## src/design/rfcs_pkg.sv

```systemverilog
// Constants and carriers for the receive frame check and filter block.
// Assumes one clock domain (hclk); the line clock is sampled as data.
package rfcs_pkg;

    // ------------------------------------------------------------
    // Register offsets (byte addresses, low 8 address bits)
    // ------------------------------------------------------------
    localparam logic [7:0]  OFS_CTRL   = 8'h00;
    localparam logic [7:0]  OFS_UNI_LO = 8'h04;
    localparam logic [7:0]  OFS_UNI_HI = 8'h08;
    localparam logic [7:0]  OFS_PS_LO  = 8'h0c;
    localparam logic [7:0]  OFS_PS_HI  = 8'h10;
    localparam logic [7:0]  OFS_STATS  = 8'h14;
    localparam logic [7:0]  OFS_NFRM   = 8'h18;
    localparam logic [7:0]  OFS_TBL    = 8'h40;
    localparam logic [31:0] CTRL_RST   = 32'h0000_0001;
    localparam int          TBL_EN_B   = 48;

    // Control bit positions
    localparam int CB_LENCHK = 0;
    localparam int CB_FCSP   = 1;
    localparam int CB_PROM   = 2;
    localparam int CB_VLAN   = 3;
    localparam int CB_JUMBO  = 4;
    localparam int CB_FC     = 5;

    // Statistics vector bit positions
    localparam int ST_GOOD   = 0;
    localparam int ST_BAD    = 1;
    localparam int ST_FCS    = 2;
    localparam int ST_BCAST  = 3;
    localparam int ST_MCAST  = 4;
    localparam int ST_LEN_LO = 5;
    localparam int ST_LEN_HI = 18;
    localparam int ST_CTRL   = 19;
    localparam int ST_OOB    = 20;
    localparam int ST_VLAN   = 21;
    localparam int ST_BV     = 22;
    localparam int ST_FCFRM  = 23;
    localparam int ST_BADOP  = 24;
    localparam int ST_LENERR = 25;
    localparam int ST_RSVD   = 26;
    localparam int ST_MATCH  = 27;

    // ------------------------------------------------------------
    // Frame constants
    // ------------------------------------------------------------
    localparam logic [7:0]  SFD         = 8'hd5;
    localparam logic [15:0] LEN_MIN     = 16'h002e;
    localparam logic [15:0] LT_TYPE_MIN = 16'h0600;
    localparam logic [15:0] MIN_FRM     = 16'h0040;
    localparam logic [15:0] MAX_FRM     = 16'h05ee;
    localparam logic [15:0] MAX_VLAN    = 16'h05f2;
    localparam logic [15:0] HDR_LEN     = 16'h000e;
    localparam logic [15:0] OVH_LEN     = 16'h0012;
    localparam logic [15:0] LEN_SAT     = 16'h3fff;
    localparam logic [15:0] TYPE_CTRL   = 16'h8808;
    localparam logic [15:0] TYPE_VLAN   = 16'h8100;
    localparam logic [15:0] OPC_PAUSE   = 16'h0001;
    localparam logic [47:0] DA_BCAST    = 48'hffff_ffff_ffff;
    localparam logic [47:0] DA_PAUSE    = 48'h0180_c200_0001;
    localparam logic [31:0] CRC_INIT    = 32'hffff_ffff;
    localparam logic [31:0] CRC_POLY    = 32'hedb8_8320;
    localparam logic [31:0] CRC_RESID   = 32'hdebb_20e3;
    localparam int          PIPE_D      = 6;
    localparam logic [2:0]  FLUSH_N     = 3'h5;

    // GMII receive pins
    typedef struct packed {
        logic       dv;
        logic       er;
        logic [7:0] d;
    } rfcs_gmii_t;

    // Client receive outputs
    typedef struct packed {
        logic [7:0] data;
        logic       valid;
        logic       good;
        logic       bad;
    } rfcs_client_t;

endpackage

```

## src/design/rfcs_rx_filter.sv

```systemverilog
// Receive frame qualification: length checks, pad removal, address filter,
// statistics vector, AHB-Lite config. Line clock is sampled by hclk.
`timescale 1ns/1ps

module rfcs_rx_filter #(
    parameter bit FILT_EN = 1'b1,
    parameter bit MGMT_EN = 1'b1,
    parameter int TBL_N   = 4
)(
    input  wire logic                  hclk,
    input  wire logic                  hresetn,
    input  wire logic                  hsel,
    input  wire logic [31:0]           haddr,
    input  wire logic [1:0]            htrans,
    input  wire logic                  hwrite,
    input  wire logic [2:0]            hsize,
    input  wire logic [31:0]           hwdata,
    input  wire logic                  hready,
    output logic [31:0]                hrdata,
    output logic                       hreadyout,
    output logic                       hresp,
    input  wire logic                  gmii_rx_clk,
    input  wire rfcs_pkg::rfcs_gmii_t  gmii_rx,
    input  wire logic [47:0]           uni_addr_in,
    output rfcs_pkg::rfcs_client_t     rx_client,
    output logic [27:0]                rx_stats_vec,
    output logic                       rx_stats_valid
);
    import rfcs_pkg::*;

    localparam int TW = (TBL_N > 0) ? TBL_N : 1;
    localparam bit TBL_ON = MGMT_EN && (TBL_N > 0);

    typedef enum logic [1:0] {
        S_IDLE  = 2'b00,
        S_FRAME = 2'b01,
        S_FLUSH = 2'b10
    } rfcs_fsm_t;

    typedef struct packed {
        logic [2:0]             lclk;
        rfcs_gmii_t             g1;
        rfcs_gmii_t             g2;
        rfcs_fsm_t              st;
        logic [15:0]            cnt;
        logic [31:0]            crc;
        logic                   er;
        logic [47:0]            da;
        logic [15:0]            lt;
        logic [15:0]            op;
        logic                   rej;
        logic [2:0]             fl;
        logic [PIPE_D-1:0][8:0] pipe;
        logic [31:0]            ctrl;
        logic [31:0]            uni_lo;
        logic [31:0]            uni_hi;
        logic [31:0]            ps_lo;
        logic [31:0]            ps_hi;
        logic [31:0]            nfrm;
        logic [TW-1:0][48:0]    tbl;
        logic [7:0]             adr;
        logic                   wr;
        logic                   rd;
        logic [31:0]            hrdata;
        logic                   hrdy;
        rfcs_client_t           cl;
        logic [27:0]            sv;
        logic                   svld;
    } rfcs_state_t;

    rfcs_state_t r_r;
    rfcs_state_t r_nxt;

    // ------------------------------------------------------------
    // Derived terms
    // ------------------------------------------------------------
    logic          lenchk;
    logic          fcs_pass;
    logic          promisc;
    logic          vlan_en;
    logic          jumbo_en;
    logic          fc_en;
    logic [47:0]   uni;
    logic [47:0]   psrc;
    logic [TW-1:0] tbl_hit;
    logic          acc;
    logic          slot;
    logic          rej_now;
    logic          pad_cut;
    logic [15:0]   dlen;
    logic          len_err;
    logic          is_ctl;
    logic          is_vlan;
    logic          oob;
    logic          fcs_err;
    logic          err0;
    logic          fc_frm;
    logic          bad;

    // Control bits
    assign lenchk   = r_r.ctrl[CB_LENCHK];
    assign fcs_pass = r_r.ctrl[CB_FCSP];
    assign promisc  = r_r.ctrl[CB_PROM];
    assign vlan_en  = r_r.ctrl[CB_VLAN];
    assign jumbo_en = r_r.ctrl[CB_JUMBO];
    assign fc_en    = r_r.ctrl[CB_FC];
    // Station address source
    assign uni  = MGMT_EN ? {r_r.uni_hi[15:0], r_r.uni_lo} : uni_addr_in;
    assign psrc = {r_r.ps_hi[15:0], r_r.ps_lo};
    // Table compare per entry
    genvar gi;
    generate
        for (gi = 0; gi < TW; gi++)
        begin : g_tbl
            assign tbl_hit[gi] = TBL_ON && r_r.tbl[gi][TBL_EN_B]
                                 && (r_r.tbl[gi][47:0] == r_r.da);
        end
    endgenerate

    // Destination acceptance
    assign acc = promisc || !FILT_EN || (r_r.da == DA_BCAST) || (r_r.da == DA_PAUSE)
                 || (r_r.da == psrc) || (r_r.da == uni) || (|tbl_hit);
    // Falling line-clock edge: data stable mid-bit
    assign slot    = r_r.lclk[2] && !r_r.lclk[1];
    assign rej_now = (r_r.st == S_FRAME && r_r.cnt == 16'h0006) ? !acc : r_r.rej;
    // Pad bytes past the length value
    assign pad_cut = lenchk && !fcs_pass && (r_r.lt < LEN_MIN) && (r_r.cnt >= HDR_LEN)
                     && ((r_r.cnt - HDR_LEN) >= r_r.lt);
    // End-of-frame checks
    assign dlen    = r_r.cnt - OVH_LEN;
    assign len_err = (lenchk && (r_r.lt >= LEN_MIN) && (r_r.lt < LT_TYPE_MIN)
                      && (dlen != r_r.lt))
                     || ((r_r.lt < LEN_MIN) && (r_r.cnt != MIN_FRM));
    assign is_ctl  = (r_r.lt == TYPE_CTRL);
    assign is_vlan = vlan_en && (r_r.lt == TYPE_VLAN);
    assign oob     = !jumbo_en && (r_r.cnt > (is_vlan ? MAX_VLAN : MAX_FRM));
    assign fcs_err = r_r.er || (r_r.crc != CRC_RESID);
    assign err0    = fcs_err || (r_r.cnt < MIN_FRM) || oob || len_err
                     || (is_ctl && r_r.cnt != MIN_FRM);
    assign fc_frm  = !err0 && fc_en && is_ctl && (r_r.op == OPC_PAUSE)
                     && ((r_r.da == DA_PAUSE) || (r_r.da == psrc));
    assign bad     = err0 || fc_frm;

    // One byte of reflected CRC-32
    function automatic logic [31:0] crc_byte(input logic [31:0] c, input logic [7:0] d);
        logic [31:0] x;
        x = c;
        for (int i = 0; i < 8; i++)
        begin
            x = (x[0] ^ d[i]) ? ((x >> 1) ^ CRC_POLY) : (x >> 1);
        end
        return x;
    endfunction

    // ------------------------------------------------------------
    // Next state
    // ------------------------------------------------------------
    always_comb
    begin
        r_nxt = r_r;
        // Pin synchronisers
        r_nxt.lclk = {r_r.lclk[1], r_r.lclk[0], gmii_rx_clk};
        r_nxt.g1   = gmii_rx;
        r_nxt.g2   = r_r.g1;
        r_nxt.cl.valid = 1'b0;
        r_nxt.cl.good  = 1'b0;
        r_nxt.cl.bad   = 1'b0;
        r_nxt.svld     = 1'b0;
        r_nxt.sv[ST_BV]   = (r_r.st == S_FRAME) && r_r.g2.dv;
        r_nxt.sv[ST_RSVD] = 1'b0;

        // Bus: write data phase
        if (r_r.wr)
        begin
            if (r_r.adr == OFS_CTRL)
                r_nxt.ctrl = hwdata;
            else if (r_r.adr == OFS_UNI_LO)
                r_nxt.uni_lo = hwdata;
            else if (r_r.adr == OFS_UNI_HI)
                r_nxt.uni_hi = {16'h0000, hwdata[15:0]};
            else if (r_r.adr == OFS_PS_LO)
                r_nxt.ps_lo = hwdata;
            else if (r_r.adr == OFS_PS_HI)
                r_nxt.ps_hi = {16'h0000, hwdata[15:0]};
            for (int i = 0; i < TBL_N; i++)
            begin
                if (TBL_ON && r_r.adr == OFS_TBL + 8'(8 * i))
                    r_nxt.tbl[i][31:0] = hwdata;
                else if (TBL_ON && r_r.adr == OFS_TBL + 8'(8 * i + 4))
                    r_nxt.tbl[i][48:32] = hwdata[16:0];
            end
        end

        // Bus: read data after one wait state
        r_nxt.hrdy = 1'b1;
        r_nxt.rd   = 1'b0;
        if (r_r.rd)
        begin
            r_nxt.hrdata = 32'h0000_0000;
            if (r_r.adr == OFS_CTRL)
                r_nxt.hrdata = r_r.ctrl;
            else if (r_r.adr == OFS_UNI_LO)
                r_nxt.hrdata = r_r.uni_lo;
            else if (r_r.adr == OFS_UNI_HI)
                r_nxt.hrdata = r_r.uni_hi;
            else if (r_r.adr == OFS_PS_LO)
                r_nxt.hrdata = r_r.ps_lo;
            else if (r_r.adr == OFS_PS_HI)
                r_nxt.hrdata = r_r.ps_hi;
            else if (r_r.adr == OFS_STATS)
                r_nxt.hrdata = {4'h0, r_r.sv};
            else if (r_r.adr == OFS_NFRM)
                r_nxt.hrdata = r_r.nfrm;
            for (int i = 0; i < TBL_N; i++)
            begin
                if (TBL_ON && r_r.adr == OFS_TBL + 8'(8 * i))
                    r_nxt.hrdata = r_r.tbl[i][31:0];
                else if (TBL_ON && r_r.adr == OFS_TBL + 8'(8 * i + 4))
                    r_nxt.hrdata = {15'h0000, r_r.tbl[i][48:32]};
            end
        end

        // Bus: address phase
        r_nxt.wr = 1'b0;
        if (hsel && htrans[1] && hready)
        begin
            r_nxt.adr  = haddr[7:0];
            r_nxt.wr   = hwrite;
            r_nxt.rd   = !hwrite;
            r_nxt.hrdy = hwrite;
        end

        // Frame engine, one step per line byte
        if (slot)
        begin
            r_nxt.pipe     = {r_r.pipe[PIPE_D-2:0], 9'h000};
            r_nxt.cl.data  = r_r.pipe[PIPE_D-1][7:0];
            r_nxt.cl.valid = r_r.pipe[PIPE_D-1][8] && !rej_now;
            case (r_r.st)
                S_IDLE:
                begin
                    if (r_r.g2.dv && r_r.g2.d == SFD)
                    begin
                        r_nxt.st  = S_FRAME;
                        r_nxt.cnt = 16'h0000;
                        r_nxt.crc = CRC_INIT;
                        r_nxt.er  = 1'b0;
                        r_nxt.rej = 1'b0;
                        r_nxt.lt  = 16'hffff;
                        r_nxt.op  = 16'h0000;
                    end
                end
                S_FRAME:
                begin
                    if (r_r.g2.dv)
                    begin
                        r_nxt.cnt = (r_r.cnt == 16'hffff) ? r_r.cnt : r_r.cnt + 16'h0001;
                        r_nxt.crc = crc_byte(r_r.crc, r_r.g2.d);
                        r_nxt.er  = r_r.er | r_r.g2.er;
                        if (r_r.cnt < 16'h0006)
                            r_nxt.da = {r_r.da[39:0], r_r.g2.d};
                        if (r_r.cnt == 16'h000c || r_r.cnt == 16'h000d)
                            r_nxt.lt = {r_r.lt[7:0], r_r.g2.d};
                        if (r_r.cnt == 16'h000e || r_r.cnt == 16'h000f)
                            r_nxt.op = {r_r.op[7:0], r_r.g2.d};
                        r_nxt.pipe[0] = {!pad_cut, r_r.g2.d};
                        r_nxt.rej = rej_now;
                        if (rej_now)
                            r_nxt.pipe = '0;
                    end
                    else
                    begin
                        // Newest four bytes are the FCS
                        r_nxt.st = S_FLUSH;
                        r_nxt.fl = FLUSH_N;
                        for (int i = 1; i < 5; i++)
                        begin
                            if (!fcs_pass)
                                r_nxt.pipe[i][8] = 1'b0;
                        end
                    end
                end
                S_FLUSH:
                begin
                    r_nxt.fl = r_r.fl - 3'h1;
                    if (r_r.fl == 3'h1)
                    begin
                        // Results and statistics at frame end
                        r_nxt.st       = S_IDLE;
                        r_nxt.cl.good  = !bad && !r_r.rej;
                        r_nxt.cl.bad   = bad && !r_r.rej;
                        r_nxt.svld     = 1'b1;
                        r_nxt.sv[ST_MATCH]  = acc;
                        r_nxt.sv[ST_LENERR] = len_err;
                        r_nxt.sv[ST_BADOP]  = !err0 && is_ctl && (r_r.op != OPC_PAUSE);
                        r_nxt.sv[ST_FCFRM]  = fc_frm;
                        r_nxt.sv[ST_VLAN]   = is_vlan;
                        r_nxt.sv[ST_OOB]    = oob;
                        r_nxt.sv[ST_CTRL]   = is_ctl;
                        r_nxt.sv[ST_LEN_HI:ST_LEN_LO] =
                            (r_r.cnt > LEN_SAT) ? LEN_SAT[13:0] : r_r.cnt[13:0];
                        r_nxt.sv[ST_MCAST]  = r_r.da[40];
                        r_nxt.sv[ST_BCAST]  = (r_r.da == DA_BCAST);
                        r_nxt.sv[ST_FCS]    = fcs_err;
                        r_nxt.sv[ST_BAD]    = bad;
                        r_nxt.sv[ST_GOOD]   = !bad;
                        if (!bad)
                            r_nxt.nfrm = r_r.nfrm + 32'h0000_0001;
                    end
                end
                default:
                    r_nxt.st = S_IDLE;
            endcase
        end
    end

    // ------------------------------------------------------------
    // State register
    // ------------------------------------------------------------
    always_ff @(posedge hclk or negedge hresetn)
    begin
        if (!hresetn)
        begin
            r_r      <= '0;
            r_r.ctrl <= CTRL_RST;
            r_r.hrdy <= 1'b1;
        end
        else
            r_r <= r_nxt;
    end

    // Outputs straight from state, except hresp tied low
    assign hrdata         = r_r.hrdata;
    assign hreadyout      = r_r.hrdy;
    assign hresp          = 1'b0;
    assign rx_client      = r_r.cl;
    assign rx_stats_vec   = r_r.sv;
    assign rx_stats_valid = r_r.svld;
endmodule

```

## config.mk

```make
export PLATFORM = sky130hd
export DESIGN_NAME = rfcs_rx_filter
export DESIGN_NICKNAME = d
export VERILOG_FILES = /design/src/design/rfcs_pkg.sv /design/src/design/rfcs_rx_filter.sv
export SDC_FILE = /design/constraint.sdc
export NUM_CORES = 1
export LEC_CHECK = 0
export CAP_MARGIN = 15
export CORE_AREA = 5 5 296 298
export CTS_CLUSTER_SIZE = 20
export DETAILED_ROUTE_END_ITERATION = 10
export DIE_AREA = 0 0 301 303
export DONT_BUFFER_PORTS = 1
export PLACE_DENSITY = 0.65
export SLEW_MARGIN = 0
export SYNTH_ARGS = -nofsm -noshare
export SYNTH_HDL_FRONTEND = slang
export SYNTH_SLANG_ARGS = --single-unit
```

## constraint.sdc

```tcl
create_clock -name hclk -period 4 [get_ports hclk]
set_input_delay 0.6 -clock hclk [delete_from_list [all_inputs] [get_ports hclk]]
set_output_delay 0.6 -clock hclk [all_outputs]
set_load 0.02 [all_outputs]
```

==> reports/qor.log, run 1 <==
qor: status.status finished, violations left
qor: status.failed_checks max-slew violations
qor: logic_synthesis.synth_flop_cell sky130_fd_sc_hd__dfrtp_1
qor: timing.worst-slew-pin-transition 1.58 ns
qor: final_layout.mostFrequentLayoutCell sky130_fd_sc_hd__dfrtp_1
qor: place.io_buffer_count 0
qor: final_layout.insertedDiodeCount 0
qor: floorplan.core_area 84600 sq um
qor: setup_path.timing.critical_path.to_type flop
qor: timing.timing_max_transition_violations_final 163
qor: global_routing.globalRoute.totalOverflow 0
qor: power.power.density_cell_area 552 nW/um^2
qor: worst_hold_path.holdCritPathClass input port to asynchronous set/reset pin
qor: timing.min_period_over_period 0.894
qor: logic_synthesis.post_synth_num_cell_types 78
qor: place.detailed_place_hpwl 79.5 mm
qor: routing.routed_via_density 5.90
qor: setup_path.timing.critical_path.slowest_stage_cell sky130_fd_sc_hd__dfrtp_1
qor: cts.clk_lat_worst_skew 0.65 ns
qor: timing.timing.final.crit_period 3.57 ns
qor: logic_synthesis.synth_enable_flop_cells 0
qor: cts.clk_pin_slew 0.06 ns
qor: setup_path.cp_data_required_time 4.55 ns
qor: power.power.share.sequential 0.427
qor: power.power_switching 0.00690 W
qor: routing.route.vias.total 24700
qor: cts.tritoncts done
qor: setup_path.path_class flop to flop
qor: global_routing.grt.total_usage 0.240
qor: logic_synthesis.part_of_the_yosys_area_used_for_sequential_elements 0.484
qor: timing.setup_viol 0
qor: routing.drt_iter0_markers 2738
qor: cts.numCtsBuffers 74
qor: floorplan.rows 107
qor: global_routing.antenna_found_initial 2
qor: power.portion_of_total_power_attributed_to_the_clock_network 0.347
qor: setup_path.crit_buf_inv 3
qor: routing.final_antenna_net_count 0
qor: floorplan.pin_count 207
qor: final_layout.post_route_cells_drive_above_1_share 0.214
qor: cts.cts.sink_count 650
qor: timing.slew_headroom -0.0551
qor: power.netSwitchingFraction 0.336
qor: cts.cts_root_buffer sky130_fd_sc_hd__clkbuf_16
qor: logic_synthesis.ys_ff_latch 650
qor: final_layout.layout_common_cells sky130_fd_sc_hd__dfrtp_1 (647), sky130_fd_sc_hd__mux2_2 (372), sky130_fd_sc_hd__xnor2_1 (249)
qor: setup_path.cpMostUsedCell sky130_fd_sc_hd__nand4_1
qor: flow_run.timing.max_cap.violations 0
qor: setup_path.start_kind flop
qor: timing.grt_setup_unrepaired false
qor: setup_path.timing.critical_path.max_delay_family simple AND/OR/NAND/NOR gates
qor: global_routing.maximum_number_of_pins_on_one_net_before_global_route_repair 651
qor: logic_synthesis.synthesis.area 33600 sq um
qor: timing.finalClockSkew 0.0550 ns
qor: global_routing.grt_pass1_vias 23900
qor: setup_path.crit_chain nor4b_2 > nand4_1 > nor4_1 > buf_4 > inv_1 > ha_1 > nand4_1 > a211o_1 > a31oi_2 > and4_1 > nand3_2 > buf_6 > nor3_1 > xor2_1
qor: routing.aggregate_routed_wire_length 112 mm
qor: setup_path.data_arrival_time_at_the_worst_slack_endpoint 4.12 ns
qor: power.power_frac_comb 0.226
qor: timing.max_clock_freq 0.280 GHz
qor: power.power_report.internal_total 0.0137 W
qor: logic_synthesis.syn_inst 3076
qor: logic_synthesis.synth.avg_cell_area 10.9 sq um
qor: floorplan.x_dimension_of_the_die 301 um
qor: setup_path.critical_path.max_stage_delay 0.44 ns
qor: global_routing.global_route_wire_length_before_repair 164 mm
qor: final_layout.fillCellCount 8007
qor: power.static-leakage-power 15.8 nW
qor: floorplan.die-area 91200 sq um
qor: power.report.power.total 0.0206 W
qor: logic_synthesis.async_reset_ff_frac 1.00
qor: timing.final_hold_viol_count 0
qor: logic_synthesis.ys_warn_count 0
qor: place.gp_congestion 0.986
qor: final_layout.nets 3140
qor: cts.cts_max_level 3
qor: routing.drc 0
qor: cts.clock_tree.buffer_depth 3
qor: setup_path.worstPathMaxFanout 16
qor: setup_path.worst-r2r-setup-slack 0.43 ns
qor: routing.detail_route.wl_per_cell 26.8 um
qor: timing.setup_tns 0 ns
qor: power.ir_worst_vdd 362 uV
qor: floorplan.floorplan.die.height 303 um
qor: final_layout.layout-area-overhead-vs-synth 10.9%
qor: routing.drtPass1Iterations 6
qor: floorplan.starting_utilization_of_the_core_area 0.397
-- area by class of cell --
class / count / area, sq um / share of cell area
repair buffers: 121 / 1040 / 0.0280
multi-input cells: 2081 / 15800 / 0.423
flip-flops and latches: 650 / 16300 / 0.436
well taps: 1144 / 1430 / 0.0384
inverters: 50 / 188 / 0.00503
clock inverters: 29 / 474 / 0.0127
clock buffers: 104 / 2080 / 0.0559
-- power groups by stage --
stage / sequential, W / clock [W] / combinational (W)
5_1_grt: 0.00884 / 0.00752 / 0.00506
2_1_floorplan: 0.00799 / 0 / 0.00386
3_5_place_dp: 0.00883 / 0 / 0.00440
3_3_place_gp: 0.00881 / 0 / 0.00436
6_report: 0.00877 / 0.00714 / 0.00465
4_1_cts: 0.00872 / 0.00726 / 0.00444
-- what timing repair did --
item,in CTS,in global routing
endpoints found under the hold margin,659,140
endpoints found under the setup margin,0,18
setup buffers,0,0
gates resized for setup,0,5
hold buffers,11,2
-- metal layers --
metal / global-route usage / vias to the layer above / wire (um)
met1: 0.324 / 12400 / 46000
met2: 0.367 / 1240 / 49600
met4: 0.115 / 4 / 6350
met5: 0 / - / 27
met3: 0.0566 / 281 / 10200
li1: - / 10700 / -
-- stage by stage --
stage	cell area, sq um	hold WS, ns	utilization	instances	setup WS, ns
after global placement	34500	0.334	0.408	4029	0.326
final	37300	0.0807	0.441	4179	0.426
after floorplan	33600	0.304	-	3077	0.716
after global routing	37300	0.0650	0.441	4179	0.0523
after CTS	37200	-0.321	0.439	4175	0.259
after detailed placement	34500	0.336	0.408	4031	0.296
-- cells by family (layout without fill, tap and decap cells) --
family	after synthesis	in the layout	synth area share
compound gates	470	470	0.0951
xor+xnor	418	418	0.109
fa+ha+maj	29	29	0.0108
buf+inv	346	304	0.0487
flops	650	650	0.484
mux	414	414	0.137
other cells	1	2	0.000112
simple gates	748	748	0.115
-- Yosys cell counts, types with 5 or more instances --
| master | instances | area share |
|---|---|---|
| sky130_fd_sc_hd__a2111oi_0 | 16 | 0.0042 |
| sky130_fd_sc_hd__a211oi_1 | 18 | 0.0040 |
| sky130_fd_sc_hd__a21oi_1 | 127 | 0.019 |
| sky130_fd_sc_hd__a221oi_1 | 20 | 0.0052 |
| sky130_fd_sc_hd__a222oi_1 | 13 | 0.0039 |
| sky130_fd_sc_hd__a22o_1 | 13 | 0.0034 |
| sky130_fd_sc_hd__a22oi_1 | 119 | 0.027 |
| sky130_fd_sc_hd__a31oi_1 | 11 | 0.0020 |
| sky130_fd_sc_hd__a32o_1 | 9 | 0.0027 |
| sky130_fd_sc_hd__a41oi_1 | 5 | 0.0013 |
| sky130_fd_sc_hd__and2_1 | 5 | 0.00093 |
| sky130_fd_sc_hd__and3_1 | 23 | 0.0043 |
| sky130_fd_sc_hd__and4_1 | 5 | 0.0013 |
| sky130_fd_sc_hd__buf_1 | 37 | 0.0041 |
| sky130_fd_sc_hd__buf_2 | 30 | 0.0045 |
| sky130_fd_sc_hd__buf_4 | 76 | 0.017 |
| sky130_fd_sc_hd__clkbuf_1 | 151 | 0.017 |
| sky130_fd_sc_hd__dfrtp_1 | 648 | 0.48 |
| sky130_fd_sc_hd__ha_1 | 29 | 0.011 |
| sky130_fd_sc_hd__inv_1 | 50 | 0.0056 |
| sky130_fd_sc_hd__mux2_2 | 372 | 0.12 |
| sky130_fd_sc_hd__mux2i_1 | 42 | 0.013 |
| sky130_fd_sc_hd__nand2_1 | 217 | 0.024 |
| sky130_fd_sc_hd__nand2b_1 | 15 | 0.0028 |
| sky130_fd_sc_hd__nand3_1 | 46 | 0.0069 |
| sky130_fd_sc_hd__nand4_1 | 89 | 0.017 |
| sky130_fd_sc_hd__nand4b_1 | 6 | 0.0016 |
| sky130_fd_sc_hd__nor2_1 | 153 | 0.017 |
| sky130_fd_sc_hd__nor2b_1 | 11 | 0.0020 |
| sky130_fd_sc_hd__nor3_1 | 47 | 0.0070 |
| sky130_fd_sc_hd__nor3_2 | 16 | 0.0048 |
| sky130_fd_sc_hd__nor4_1 | 65 | 0.012 |
| sky130_fd_sc_hd__nor4b_1 | 10 | 0.0026 |
| sky130_fd_sc_hd__o21ai_0 | 65 | 0.0097 |
| sky130_fd_sc_hd__o221ai_1 | 8 | 0.0021 |
| sky130_fd_sc_hd__o22ai_1 | 18 | 0.0034 |
| sky130_fd_sc_hd__or3_1 | 6 | 0.0011 |
| sky130_fd_sc_hd__xnor2_1 | 249 | 0.065 |
| sky130_fd_sc_hd__xor2_1 | 169 | 0.044 |
-- final timing paths --
path	start	end	depth (start not counted)
worst max-delay path	r_r[547]	r_r[287]	14
worst min-delay path	hresetn	r_r[85]	1
worst max register to register	r_r[547]	r_r[287]	14
worst min register to register	r_nxt[663]	r_r[663]	0
max in group asynchronous	hresetn	r_r[419]	1
min in group hclk	hwdata[16]	r_r[180]	2
-- state kept, by name, summed over array words and instances (netlist names), 11 cells and up --
register / count
hrdata: 32
psrc: 48
r_nxt: 12
r_r: 513
rx_client: 11
rx_stats_vec: 27
No activity file was read; power rests on OpenSTA's default activity.
==> run 2: changes to the inputs <==
Settings changed: PLACE_DENSITY 0.65 to 0.67.
Clock period 4 ns to 2.91 ns, I/O delays scaled along.
==> run 2 against run 1 <==
Against the previous run: the flow finishes with violations (negative hold slack, max-slew violations, negative setup slack); register-to-register slack worse by 0.64 ns; clock-buffer cell count is 2 higher; clock skew is 0.014 ns lower; combinational power is 77% higher; utilization is 4.4 points higher; via count is 7.2% higher; critical path depth stayed put; die area stayed put; fmax is 14% higher; sequential cell count stayed put; total power is 44% higher; wire length is 9.4% higher; largest power group unchanged.
==> reports/qor.log, run 2 (same netlist as run 1, synthesis figures left out) <==
qor: status.status finished, violations left [unchanged]
qor: status.failed_checks negative hold slack, max-slew violations, negative setup slack [was max-slew violations]
qor: setup_path.timing.critical_path.to_type flop [unchanged]
qor: timing.timing_max_transition_violations_final 502 [was 163]
qor: cts.cts.sink_count 650 [unchanged]
qor: cts.clk_lat_worst_skew 0.66 ns [was 0.65 ns]
qor: routing.aggregate_routed_wire_length 123 mm [was 112 mm]
qor: timing.max_clock_freq 0.320 GHz [was 0.280 GHz]
qor: setup_path.cp_data_required_time 3.47 ns [was 4.55 ns]
qor: cts.clock_tree.buffer_depth 3 [unchanged]
qor: global_routing.global_route_wire_length_before_repair 180 mm [was 164 mm]
qor: timing.min_period_over_period 1.07 [was 0.894]
qor: final_layout.layout.cell_area.non_filler 41000 sq um [was 37300 sq um]
qor: timing.slew_headroom -0.522 [was -0.0551]
qor: flow_run.timing.max_cap.violations 0 [unchanged]
qor: final_layout.largest_register_ffs 513 [unchanged]
qor: floorplan.floorplan.die.height 303 um [unchanged]
qor: cts.tritoncts done [unchanged]
qor: cts.cts_root_buffer sky130_fd_sc_hd__clkbuf_16 [unchanged]
qor: timing.worst-slew-pin-transition 2.28 ns [was 1.58 ns]
qor: final_layout.mostFrequentLayoutCell sky130_fd_sc_hd__dfrtp_1 [unchanged]
qor: floorplan.rows 107 [unchanged]
qor: global_routing.grt_pass1_vias 26600 [was 23900]
qor: routing.route.vias.total 26500 [was 24700]
qor: floorplan.core_area 84600 sq um [unchanged]
qor: floorplan.x_dimension_of_the_die 301 um [unchanged]
qor: floorplan.starting_utilization_of_the_core_area 0.397 [unchanged]
qor: routing.drtPass1Iterations 7 [was 6]
qor: place.io_buffer_count 0 [unchanged]
qor: power.static-leakage-power 17.7 nW [was 15.8 nW]
qor: cts.numCtsBuffers 73 [was 74]
qor: timing.worst_hold_check_slack -0.499 ns [was 0.0807 ns]
qor: power.ir_worst_vdd 897 uV [was 362 uV]
qor: power.power.density_cell_area 723 nW/um^2 [was 552 nW/um^2]
qor: setup_path.cp-endpoint r_r[281] [was r_r[287]]
qor: timing.timing.final.crit_period 3.13 ns [was 3.57 ns]
qor: timing.setup_viol 41 [was 0]
qor: place.post-place-ws -0.515 ns [was 0.296 ns]
qor: timing.post-route-worst-setup-slack -0.216 ns [was 0.426 ns]
qor: setup_path.crit_start r_r[555] [was r_r[547]]
qor: place.gp_congestion 1.07 [was 0.986]
qor: cts.cts-hold-fix-buffers 52 [was 11]
qor: setup_path.worstPathMaxFanout 4 [was 16]
qor: setup_path.worstReg2RegEnd r_r[281] [was r_r[287]]
qor: timing.grt_setup_unrepaired true [was false]
qor: worst_hold_path.holdCritPathClass input port to asynchronous set/reset pin [unchanged]
qor: routing.routed_via_density 5.85 [was 5.90]
qor: routing.detail_route.wl_per_cell 27.1 um [was 26.8 um]
qor: final_layout.fillCellCount 7693 [was 8007]
qor: global_routing.maximum_number_of_pins_on_one_net_before_global_route_repair 651 [unchanged]
qor: floorplan.pin_count 207 [unchanged]
qor: setup_path.worst-r2r-setup-slack -0.22 ns [was 0.43 ns]
qor: place.dpl-instance-area 37100 sq um [was 34500 sq um]
qor: final_layout.layout_common_cells sky130_fd_sc_hd__dfrtp_1 (621), sky130_fd_sc_hd__mux2_2 (370), sky130_fd_sc_hd__buf_4 (367) [was sky130_fd_sc_hd__dfrtp_1 (647), sky130_fd_sc_hd__mux2_2 (372), sky130_fd_sc_hd__xnor2_1 (249)]
qor: setup_path.worstReg2RegStart r_r[555] [was r_r[547]]
qor: final_layout.post_route_cells_drive_above_1_share 0.318 [was 0.214]
qor: final_layout.largest-register r_r [unchanged]
qor: final_layout.layout-area-overhead-vs-synth 21.9% [was 10.9%]
qor: global_routing.globalRoute.totalOverflow 0 [unchanged]
qor: timing.finalClockSkew 0.0410 ns [was 0.0550 ns]
qor: setup_path.worstRegToRegCells 14 [unchanged]
qor: cts.cts_max_level 3 [unchanged]
qor: routing.drc 0 [unchanged]
qor: cts.clk_pin_slew 0.06 ns [about the same]
qor: floorplan.die-area 91200 sq um [unchanged]
qor: setup_path.path_class flop to flop [unchanged]
qor: setup_path.start_kind flop [unchanged]
qor: global_routing.antenna_found_initial 2 [unchanged]
qor: routing.final_antenna_net_count 0 [unchanged]
qor: routing.drt_iter0_markers 2837 [was 2738]
qor: global_routing.grt.total_usage 0.264 [was 0.240]
qor: timing.setup_tns -4.72 ns [was 0 ns]
qor: power.report.power.total 0.0296 W [was 0.0206 W]
qor: final_layout.nets 3478 [was 3140]
qor: place.detailed_place_hpwl 89.4 mm [was 79.5 mm]
qor: setup_path.data_arrival_time_at_the_worst_slack_endpoint 3.69 ns [was 4.12 ns]
qor: timing.final_hold_viol_count 623 [was 0]
run 2: cell types whose count changed in the layout (fill, tap and decap cells not counted), moves of 23 or more:
| cell | delta |
|---|---|
| sky130_fd_sc_hd__dfrtp_1 | -26 |
| sky130_fd_sc_hd__dfrtp_2 | +26 |
| sky130_fd_sc_hd__a21oi_1 | -23 |
| sky130_fd_sc_hd__dlygate4sd3_1 | +40 |
| sky130_fd_sc_hd__buf_4 | +268 |
| sky130_fd_sc_hd__a21oi_2 | +23 |
| sky130_fd_sc_hd__buf_12 | +30 |
run 2: where the power goes:
part,leakage [nW],total (W),switching (W),internal [W]
Combinational,8.40,0.00822,0.00433,0.00389
Sequential,8.03,0.0117,0.00151,0.0102
Clock,1.24,0.00972,0.00397,0.00575
run 2: worst min path at each step:
stage / from / to
after global routing: hresetn / hrdata[20]
after detailed placement: hresetn / hrdata[19]
after floorplan: hresetn / fc_en
after CTS: hresetn / r_r[138]
after global placement: hresetn / hrdata[24]
final: hresetn / hrdata[20]
run 2: layout make-up:
class	instances	area (sq um)	area share
inverter	50	191	0.00467
tap	1144	1430	0.0349
clock buffer	106	2120	0.0518
sequential	650	16300	0.398
multi-input combinational	2081	16500	0.402
clock inverter	26	404	0.00986
timing repair buffer	460	4060	0.0991
antenna	4	10.0	0.000244
run 2: per-stage QoR:
step / utilization / std cells
final: 0.484 / 4521
after global routing: 0.484 / 4518
after CTS: 0.479 / 4508
after detailed placement: 0.439 / 4319
after global placement: 0.439 / 4319
after floorplan: - / 3077
run 2: worst max-delay path, cell delays in order (launching register included):
cell	delay [ns]
sky130_fd_sc_hd__dfrtp_1	0.40
sky130_fd_sc_hd__nor4_4	0.29
sky130_fd_sc_hd__nand4_1	0.19
sky130_fd_sc_hd__nor4_2	0.24
sky130_fd_sc_hd__buf_4	0.19
sky130_fd_sc_hd__ha_4	0.19
sky130_fd_sc_hd__a21o_1	0.16
sky130_fd_sc_hd__nand3_2	0.08
sky130_fd_sc_hd__a41oi_2	0.11
sky130_fd_sc_hd__a31oi_2	0.23
sky130_fd_sc_hd__and4_4	0.27
sky130_fd_sc_hd__nand3_4	0.15
sky130_fd_sc_hd__buf_4	0.20
sky130_fd_sc_hd__nor3b_2	0.19
sky130_fd_sc_hd__xor2_1	0.15
run 2: repair_timing:
item,in CTS,in global routing
endpoints found under the hold margin,996,650
setup buffers,5,9
setup endpoints to repair,95,155
cloned,1,1
pin swaps,15,28
gates resized for setup,60,91
run 2: per-layer routing:
| metal | share of wire | GRT usage | vias to the layer above | routed length, um |
|---|---|---|---|---|
| met1 | 0.38 | 0.328 | 13400 | 46800 |
| li1 | - | - | 11400 | - |
| met4 | 0.073 | 0.158 | 0 | 9010 |
| met2 | 0.46 | 0.420 | 1260 | 56000 |
| met5 | 0 | 0 | - | 0 |
| met3 | 0.088 | 0.0624 | 385 | 10800 |
